**src/iel_regs.svh**
```systemverilog
// constants for the injection exclusion logic
`ifndef IEL_REGS_SVH
`define IEL_REGS_SVH

`define IEL_CLK_HZ          250000000
// processing cycle, far inside the 0.1 s ceiling
`define IEL_CYCLE_US        8
`define IEL_CYCLE_CNT       ((`IEL_CLK_HZ / 1000000) * `IEL_CYCLE_US)
`define IEL_TEST_US         8
`define IEL_TEST_CNT        ((`IEL_CLK_HZ / 1000000) * `IEL_TEST_US)
`define IEL_N_FEEDER        4
`define IEL_N_COUPLING      3
`define IEL_N_DEVICE        4

`define IEL_ADDR_CTRL       4'h0
`define IEL_ADDR_BRK        4'h1
`define IEL_ADDR_INH        4'h2
`define IEL_ADDR_STAT       4'h3
`define IEL_ADDR_IRQ        4'h4
`define IEL_ADDR_MASK       4'h5

`define IEL_CTRL_ACK_BIT    0
`define IEL_CTRL_POL_LSB    1
`define IEL_CTRL_TYPE_BIT   3
// polarity off at reset: contact ignored until configured
`define IEL_CTRL_RESET      8'h04

`define IEL_IRQ_CHANGE_BIT  0
`define IEL_IRQ_INHIB_BIT   1
`define IEL_IRQ_TEST_BIT    2
`define IEL_IRQ_W           3

`endif

```
**src/iel_pkg.sv**
```systemverilog
// types for the injection exclusion logic
package iel_pkg;
    typedef enum logic [1:0] {
        IEL_POL_NO  = 2'b00,
        IEL_POL_NC  = 2'b01,
        IEL_POL_OFF = 2'b10
    } iel_pol_t;

    typedef enum logic [1:0] {
        IEL_VIEW_MEASURE  = 2'b00,
        IEL_VIEW_DISABLED = 2'b01,
        IEL_VIEW_AUTOTEST = 2'b10
    } iel_view_t;

    typedef struct packed {
        logic [2:0] coupling;
        logic [3:0] feeder;
    } iel_brk_t;

    typedef struct packed {
        logic [3:0] addr;
        logic [7:0] wdata;
        logic       wr;
        logic       rd;
    } iel_bus_t;
endpackage

```
**src/iel_sync.sv**
```systemverilog
// two-flop synchroniser, one per bit
`timescale 1ns/100ps
module iel_sync #(
    parameter int W = 1
) (
    input  wire logic         i_clock,
    input  wire logic         i_rst,
    input  wire logic [W-1:0] i_async,
    output logic      [W-1:0] o_sync
);
    logic [W-1:0] meta_ff;
    logic [W-1:0] sync_ff;

    always_ff @(posedge i_clock or posedge i_rst)
    begin
        if (i_rst)
        begin
            meta_ff <= '0;
            sync_ff <= '0;
        end
        else
        begin
            meta_ff <= i_async;
            sync_ff <= meta_ff;
        end
    end

    assign o_sync = sync_ff;
endmodule

```
**src/iel_top.sv**
```systemverilog
// priority exclusion logic with monitored-device inhibit handling
//
// How it works
// [RULE_01] one input per feeder and coupling breaker
// [RULE_02] inhibit outputs: one fewer than devices
// [RULE_03] full update each cycle, under 0.1 s
// [RULE_04] device one never inhibited, always injects
// [RULE_05] device two: feeder2, coupling1, feeder1 closed
// [RULE_06] device three: F3 C2 (F2 or C1 F1)
// [RULE_07] device four: F4 C3 (F3 or C2F2 or C2C1F1)
// [RULE_08] closed is one; inhibit is one
// [RULE_09] disabled view overrides any measurement view
// [RULE_10] internal type re-enable runs auto-test first
// [RULE_11] external type re-enable returns directly
// [RULE_12] ack on: alarm relay while injection disabled
// [RULE_13] ack setting on or off, resets off
// [RULE_14] inhibit input polarity: open, closed, off
// [RULE_15] sample once per tick, update together
//
// The implementer's own choices: the strobed register port and the register offsets.
`timescale 1ns/100ps
`include "iel_regs.svh"
module iel_top (
    input  wire logic                  i_clock,
    input  wire logic                  i_rst,
    input  wire iel_pkg::iel_brk_t     i_breakers,
    input  wire logic                  i_inhibit_contact,
    input  wire logic                  i_alarm,
    input  wire logic                  i_prev_alarm,
    input  wire iel_pkg::iel_bus_t     i_bus,
    output logic [7:0]                 o_rdata,
    output logic [`IEL_N_DEVICE-1:1]   o_inhibit,
    output logic                       o_injecting,
    output logic                       o_alarm_relay,
    output iel_pkg::iel_view_t         o_view,
    output logic                       o_irq
);
    import iel_pkg::*;

    localparam int CYC_W  = $clog2(`IEL_CYCLE_CNT);
    localparam int TEST_W = $clog2(`IEL_TEST_CNT + 1);
    localparam logic [CYC_W-1:0]  CYC_LAST  = CYC_W'(`IEL_CYCLE_CNT - 1);
    localparam logic [TEST_W-1:0] TEST_LAST = TEST_W'(`IEL_TEST_CNT - 1);

    // pins: breaker contacts and inhibit contact cross in through two flops
    iel_brk_t brk_sync;
    logic     contact_sync;

    iel_sync #(.W(`IEL_N_FEEDER + `IEL_N_COUPLING + 1)) u_sync (
        .i_clock (i_clock),
        .i_rst   (i_rst),
        .i_async ({i_breakers, i_inhibit_contact}),
        .o_sync  ({brk_sync, contact_sync})
    );

    // processing tick
    logic [CYC_W-1:0] cyc_ff;
    logic [CYC_W-1:0] nxt_cyc;
    wire              tick = (cyc_ff == CYC_LAST);

    assign nxt_cyc = tick ? '0 : cyc_ff + 1'b1;

    always_ff @(posedge i_clock or posedge i_rst)
    begin
        if (i_rst)
            cyc_ff <= '0;
        else
            cyc_ff <= nxt_cyc; // RULE_03
    end

    // breaker snapshot taken once per tick
    iel_brk_t brk_ff;

    always_ff @(posedge i_clock or posedge i_rst)
    begin
        if (i_rst)
            brk_ff <= '0;
        else if (tick)
            brk_ff <= brk_sync; // RULE_15 RULE_01
    end

    // path equations, closed == 1
    wire [3:0] f = brk_ff.feeder;   // RULE_08
    wire [2:0] c = brk_ff.coupling;
    wire       inh2 = f[1] & c[0] & f[0]; // RULE_05
    wire       inh3 = f[2] & c[1] & (f[1] | (c[0] & f[0])); // RULE_06
    wire       inh4 = f[3] & c[2] & (f[2] | (c[1] & f[1]) | (c[1] & c[0] & f[0])); // RULE_07

    // device one has no inhibit output at all
    logic [`IEL_N_DEVICE-1:1] inh_ff;
    logic [`IEL_N_DEVICE-1:1] nxt_inh;
    logic                     upd_ff;

    assign nxt_inh = {inh4, inh3, inh2}; // RULE_02 RULE_04

    // snapshot at tick, outputs on the next edge, all at once
    always_ff @(posedge i_clock or posedge i_rst)
    begin
        if (i_rst)
        begin
            upd_ff <= 1'b0;
            inh_ff <= '0;
        end
        else
        begin
            upd_ff <= tick;
            if (upd_ff)
                inh_ff <= nxt_inh; // RULE_15 RULE_03
        end
    end

    // control register
    logic [7:0] ctrl_ff;
    wire        ack_on   = ctrl_ff[`IEL_CTRL_ACK_BIT];
    wire [1:0]  pol_raw  = ctrl_ff[`IEL_CTRL_POL_LSB +: 2];
    wire        type_int = ctrl_ff[`IEL_CTRL_TYPE_BIT];
    iel_pol_t   pol;

    // unknown polarity code acts as ignored input
    assign pol = (pol_raw == IEL_POL_NO) ? IEL_POL_NO :
                 (pol_raw == IEL_POL_NC) ? IEL_POL_NC : IEL_POL_OFF;

    // bus decode
    wire wr_ctrl = i_bus.wr & (i_bus.addr == `IEL_ADDR_CTRL);
    wire wr_irq  = i_bus.wr & (i_bus.addr == `IEL_ADDR_IRQ);
    wire wr_mask = i_bus.wr & (i_bus.addr == `IEL_ADDR_MASK);

    // ack bit is a single flop bit, only on/off storable
    wire [7:0] ctrl_wmask = 8'h0f;

    always_ff @(posedge i_clock or posedge i_rst)
    begin
        if (i_rst)
            ctrl_ff <= `IEL_CTRL_RESET; // RULE_13
        else if (wr_ctrl)
            ctrl_ff <= i_bus.wdata & ctrl_wmask; // RULE_13
    end

    // local inhibit request from the contact
    logic disabled;

    always_comb
    begin
        unique case (pol)
            IEL_POL_NO:  disabled = contact_sync;  // RULE_14
            IEL_POL_NC:  disabled = ~contact_sync; // RULE_14
            IEL_POL_OFF: disabled = 1'b0;          // RULE_14
            default:     disabled = 1'b0;
        endcase
    end

    // view state machine
    logic [TEST_W-1:0] test_ff;
    iel_view_t         view_ff;
    iel_view_t         nxt_view;
    logic              test_done;

    assign test_done = (view_ff == IEL_VIEW_AUTOTEST) && (test_ff == TEST_LAST);

    always_comb
    begin
        nxt_view = view_ff;
        unique case (view_ff)
            IEL_VIEW_MEASURE:
                if (disabled)
                    nxt_view = IEL_VIEW_DISABLED; // RULE_09
            IEL_VIEW_DISABLED:
                if (!disabled)
                    nxt_view = type_int ? IEL_VIEW_AUTOTEST // RULE_10
                                        : IEL_VIEW_MEASURE; // RULE_11
            IEL_VIEW_AUTOTEST:
                if (disabled)
                    nxt_view = IEL_VIEW_DISABLED; // RULE_09
                else if (test_done)
                    nxt_view = IEL_VIEW_MEASURE; // RULE_10
            default:
                nxt_view = IEL_VIEW_MEASURE;
        endcase
    end

    // test timer restarts on every entry into auto-test
    logic [TEST_W-1:0] nxt_test;
    wire               test_stay = (nxt_view == IEL_VIEW_AUTOTEST) &&
                                   (view_ff == IEL_VIEW_AUTOTEST);

    assign nxt_test = test_stay ? test_ff + 1'b1 : '0;

    always_ff @(posedge i_clock or posedge i_rst)
    begin
        if (i_rst)
            view_ff <= IEL_VIEW_MEASURE;
        else
            view_ff <= nxt_view;
    end

    always_ff @(posedge i_clock or posedge i_rst)
    begin
        if (i_rst)
            test_ff <= '0;
        else
            test_ff <= nxt_test;
    end

    // alarm relay: measurement alarm, or inhibit feedback when ack on
    wire relay_nxt = i_alarm | (ack_on & disabled); // RULE_12

    // interrupts: change of inhibit vector, entry into disabled, test done
    logic [`IEL_IRQ_W-1:0] irq_ff;
    logic [`IEL_IRQ_W-1:0] mask_ff;
    logic [`IEL_IRQ_W-1:0] irq_set;
    logic [`IEL_IRQ_W-1:0] irq_clr;

    assign irq_set[`IEL_IRQ_CHANGE_BIT] = upd_ff & (nxt_inh != inh_ff);
    assign irq_set[`IEL_IRQ_INHIB_BIT]  = (nxt_view == IEL_VIEW_DISABLED) &
                                          (view_ff != IEL_VIEW_DISABLED);
    assign irq_set[`IEL_IRQ_TEST_BIT]   = test_done & ~disabled;
    assign irq_clr = wr_irq ? i_bus.wdata[`IEL_IRQ_W-1:0] : '0;

    // per-event sticky bit; set wins over a same-cycle clear
    logic [`IEL_IRQ_W-1:0] nxt_irq;

    for (genvar b = 0; b < `IEL_IRQ_W; b++)
    begin : g_irq
        assign nxt_irq[b] = irq_set[b] | (irq_ff[b] & ~irq_clr[b]);
    end

    always_ff @(posedge i_clock or posedge i_rst)
    begin
        if (i_rst)
            irq_ff <= '0;
        else
            irq_ff <= nxt_irq;
    end

    always_ff @(posedge i_clock or posedge i_rst)
    begin
        if (i_rst)
            mask_ff <= '0;
        else if (wr_mask)
            mask_ff <= i_bus.wdata[`IEL_IRQ_W-1:0];
    end

    // read mux; unmapped addresses read zero
    logic [7:0] rd_mux;

    always_comb
    begin
        unique case (i_bus.addr)
            `IEL_ADDR_CTRL: rd_mux = ctrl_ff;
            `IEL_ADDR_BRK:  rd_mux = {1'b0, brk_ff};
            `IEL_ADDR_INH:  rd_mux = {5'h00, inh_ff};
            `IEL_ADDR_STAT: rd_mux = {3'h0, i_prev_alarm, disabled, relay_nxt, view_ff};
            `IEL_ADDR_IRQ:  rd_mux = {5'h00, irq_ff};
            `IEL_ADDR_MASK: rd_mux = {5'h00, mask_ff};
            default:        rd_mux = 8'h00;
        endcase
    end

    // registered outputs, one short process each
    wire [7:0]               nxt_rdata   = i_bus.rd ? rd_mux : 8'h00;
    wire [`IEL_N_DEVICE-1:1] nxt_out_inh = upd_ff ? nxt_inh : inh_ff;
    wire                     nxt_irq_out = |(nxt_irq & mask_ff);

    always_ff @(posedge i_clock or posedge i_rst)
    begin
        if (i_rst)
            o_rdata <= 8'h00;
        else
            o_rdata <= nxt_rdata;
    end

    // all three inhibit outputs move on the same edge
    always_ff @(posedge i_clock or posedge i_rst)
    begin
        if (i_rst)
            o_inhibit <= '0; // RULE_15
        else
            o_inhibit <= nxt_out_inh; // RULE_15
    end

    // reset value lets the device inject until told otherwise
    always_ff @(posedge i_clock or posedge i_rst)
    begin
        if (i_rst)
            o_injecting <= 1'b1;
        else
            o_injecting <= ~disabled;
    end

    always_ff @(posedge i_clock or posedge i_rst)
    begin
        if (i_rst)
            o_alarm_relay <= 1'b0;
        else
            o_alarm_relay <= relay_nxt; // RULE_12
    end

    always_ff @(posedge i_clock or posedge i_rst)
    begin
        if (i_rst)
            o_view <= IEL_VIEW_MEASURE;
        else
            o_view <= nxt_view; // RULE_09
    end

    always_ff @(posedge i_clock or posedge i_rst)
    begin
        if (i_rst)
            o_irq <= 1'b0;
        else
            o_irq <= nxt_irq_out;
    end
endmodule
```
**config.mk**
```make
export PLATFORM = sky130hd
export DESIGN_NAME = iel_top
export DESIGN_NICKNAME = d
export VERILOG_FILES = /design/src/iel_pkg.sv /design/src/iel_sync.sv /design/src/iel_top.sv
export VERILOG_INCLUDE_DIRS = /design/src /design/src/src
export SDC_FILE = /design/constraint.sdc
export NUM_CORES = 1
export LEC_CHECK = 0
export BUFFER_PORTS_ARGS = -buffer_cell sky130_fd_sc_hd__buf_4
export CORE_MARGIN = 2
export CORE_UTILIZATION = 40
export DETAILED_ROUTE_END_ITERATION = 16
export SETUP_SLACK_MARGIN = 0.3
export SLEW_MARGIN = 20
export SYNTH_ARGS = -nofsm -noshare
export SYNTH_HDL_FRONTEND = slang
export SYNTH_HIERARCHICAL = 1
export SYNTH_SLANG_ARGS = --single-unit
```
**constraint.sdc**
```tcl
create_clock -name i_clock -period 2.9 [get_ports i_clock]
set_clock_uncertainty 0.1 [all_clocks]
set_input_delay 0.145 -clock i_clock [delete_from_list [all_inputs] [get_ports i_clock]]
set_output_delay 0.145 -clock i_clock [all_outputs]
set_load 0.01 [all_outputs]
```
==> impl_metrics.yaml <==
run_status:
  status: "finished, final reports clean"
timing:
  relSlewSlack_pct: 53.2
  min_period_over_period_pct: 71.1
  rsz0062_at_grt: "no"
  setup-tns-final_ns: 0
  post-route-min-period_ns: 2.06
  worst_slew_pin_slew_ns: 0.701
  finalMaxSlewViolations: 0
  fmax_mhz: 485
  hold_viol: 0
  finalWorstSetupSlack_ns: 0.838
  setup_viol: 0
routing:
  drt-initial-drc-count: 50
  viasPerCell: 4.81
  vias: 1930
  drt_pass1_iterations: 4
  routedWlPerCell_um: 13.3
  wirelength_um: 5330
  drtAntennaViolNets: 0
  drc: 0
critical_path:
  worstPathArrival_ns: 2.19
  cp-end-kind: "flip-flop"
  timing_worst_setup_path_type: "flip-flop to flip-flop"
  crit_required_ns: 3.03
  path_max_fanout: 17
  setup.worst_path.start_class: "flip-flop"
clock_tree:
  clock_latency_ns: 0.34
  clock_sinks: 71
  htree_levels: 3
  cts_tree: "done"
  cts-root-buf: "clkbuf_8"
  cts_buffers: 9
  cts_max_path_buffers: 2
  path_clk_slew_ns: 0.07
  cts_resized: 0
floorplan:
  dieHeight_um: 89.6
  rows: 31
  io_pins: 42
  start_util_pct: 40.8
  core_sq_mm: 0.00718
  dieArea_sq_mm: 0.00802
  die_x_um: 89.6
worst_hold_path:
  hold_class: "input pin to flip-flop"
final_layout:
  regArea_sq_mm: 0.00178
  antenna_cells: 0
  area_growth_pct: 26.2
  drive_above_1_share_pct: 25.8
  fin_nets: 325
  fin_cells: 401
  n_fill_cell: 641
  multi_input_area_sq_mm: 0.00107
grt:
  grt_overflow: 0
  grt_pass1_vias: 1932
  track_usage_pct: 15.2
  grt_max_degree: 40
  antenna_found_initial: 0
  grt_pass1_wl_um: 9030
yosys:
  synth_edf_count: 0
  synthTopCellsByArea: "dfrtp_1 59%, mux2_2 5.4%, nor2_1 4.0%"
  yosysMostFrequentCell: "dfrtp_1"
  yosysWarnings: 6
  netlist_area_sq_mm: 0.00293
  synth.net_count: 268
  synthFlopType: "dfrtp_1"
  syn_inst: 240
  syn_avg_cell_area_sq_um: 12.2
  ys_async_sr_fraction_pct: 100
  ys_seq_area_share_pct: 60.8
  yosysTopAreaCellShare_pct: 59.0
  ys_top_cells_by_count: "69 x dfrtp_1, 31 x nor2_1, 14 x mux2_2, 13 x nand2_1, 11 x nand3_1"
  yosysTopAreaCell: "dfrtp_1"
  synth_seq_cells: 71
  synth_cell_types: 47
power:
  p_leak_nw: 1.71
  ir_drop_v: 0.000451
  power.density_mw_per_mm2: 631
placement:
  dp_slack_ns: 0.825
  numPlacedInstances: 370
  dp_hpwl_um: 3630
  gp_congestion: 0.797
  io_buffer_count: 36
job:
  max_cap_viol_count: 0
[cells by family after synthesis]
| logic type | share of synthesized area, % |
|---|---|
| flops | 60.8 |
| xor+xnor | 5.09 |
| mux | 9.40 |
| other cells | 0.128 |
| compound gates | 6.71 |
| simple gates | 14.5 |
| fa+ha+maj | 0.855 |
| buf+inv | 2.52 |
[power breakdown]
part	internal [W]	leakage, nW	switching, W
combinational	0.000129	0.682	0.000112
clock	0.000601	0.124	0.000383
sequential	0.00106	0.905	0.0000485
[layout make-up]
| cell class | count | area share (%) |
|---|---|---|
| tap | 99 | 3.35 |
| inverter | 10 | 1.02 |
| multi-input combinational | 153 | 29.1 |
| timing repair buffer | 52 | 11.6 |
| sequential | 71 | 48.1 |
| clock inverter | 6 | 3.11 |
| clock buffer | 10 | 3.72 |
[through the flow]
stage	hold WS, ns	total power (W)	area, sq um	utilization (%)
after global routing	0.0344	0.00245	3700	51.5
after detailed placement	0.0528	0.00136	3290	45.9
after CTS	0.0204	0.00237	3700	51.5
after global placement	0.0519	0.00135	3290	45.9
after floorplan	-0.0413	0.00126	2930	-
final	0.0379	0.00233	3700	51.5
[worst max-delay path, cell delays in order (launching register included)]
cell and delay, ns:
dfrtp_1 0.40, and3_4 0.21, and4b_1 0.22, nor3b_4 0.61, mux2_2 0.41
[flip-flops by register name (all words and copies together), names as in the netlist]
signal,count
o_rdata,7
o_inhibit,3
o_irq,1
c,3
mask_ff,3
ctrl_ff,4
o_alarm_relay,1
f,4
u_sync/o_sync,8
o_view,2
cyc_ff,11
u_sync/meta_ff,8
o_injecting,1
irq_ff,3
test_ff,11
upd_ff,1
[layer usage]
layer	up-vias	part of all wire [%]	global-route usage (%)
li1	946	-	-
met1	940	48	19.5
met2	40	47	23.7
met3	4	4.1	5.54
met4	0	1.1	5.29
met5	-	0	0
[layout by cell type (no fill, tap or decap), types with 5 or more instances in the layout]
cell type      count
dfrtp_1           69
buf_4             37
nor2_1            31
dlygate4sd3_1     15
mux2_2            14
nand2_1           13
nand3_1           11
clkbuf_8          10
xnor2_1            9
inv_1              9
xor2_1             8
and3_1             7
a21oi_1            5
o21ai_0            5
mux2i_1            5
[worst paths after layout]
check | depth (start not counted) | start | endpoint | slack [ns]
max | 4 | cyc_ff[6]$_DFF_PP0_ | f[1]$_DFFE_PP0P_ | 0.84
min reg2reg | 0 | u_sync/meta_ff[5]$_DFF_PP0_ | u_sync/o_sync[5]$_DFF_PP0_ | 0.25
min in group asynchronous | 3 | i_rst | f[3]$_DFFE_PP0P_ | 0.22
min | 2 | i_bus[11] | o_rdata[2]$_DFF_PP0_ | 0.04
max reg2reg | 4 | cyc_ff[6]$_DFF_PP0_ | f[1]$_DFFE_PP0P_ | 0.84
max in group asynchronous | 4 | i_rst | o_injecting$_DFF_PP1_ | 1.64
[what timing repair did]
| action | 4_1_cts | 5_1_grt |
|---|---|---|
| hold buffers | 15 | 0 |
| setup buffers | 0 | 0 |
| setup endpoints to repair | 0 | 0 |
| hold endpoints to repair | 49 | 0 |
Note: power is estimated with default switching activity, not from simulation.
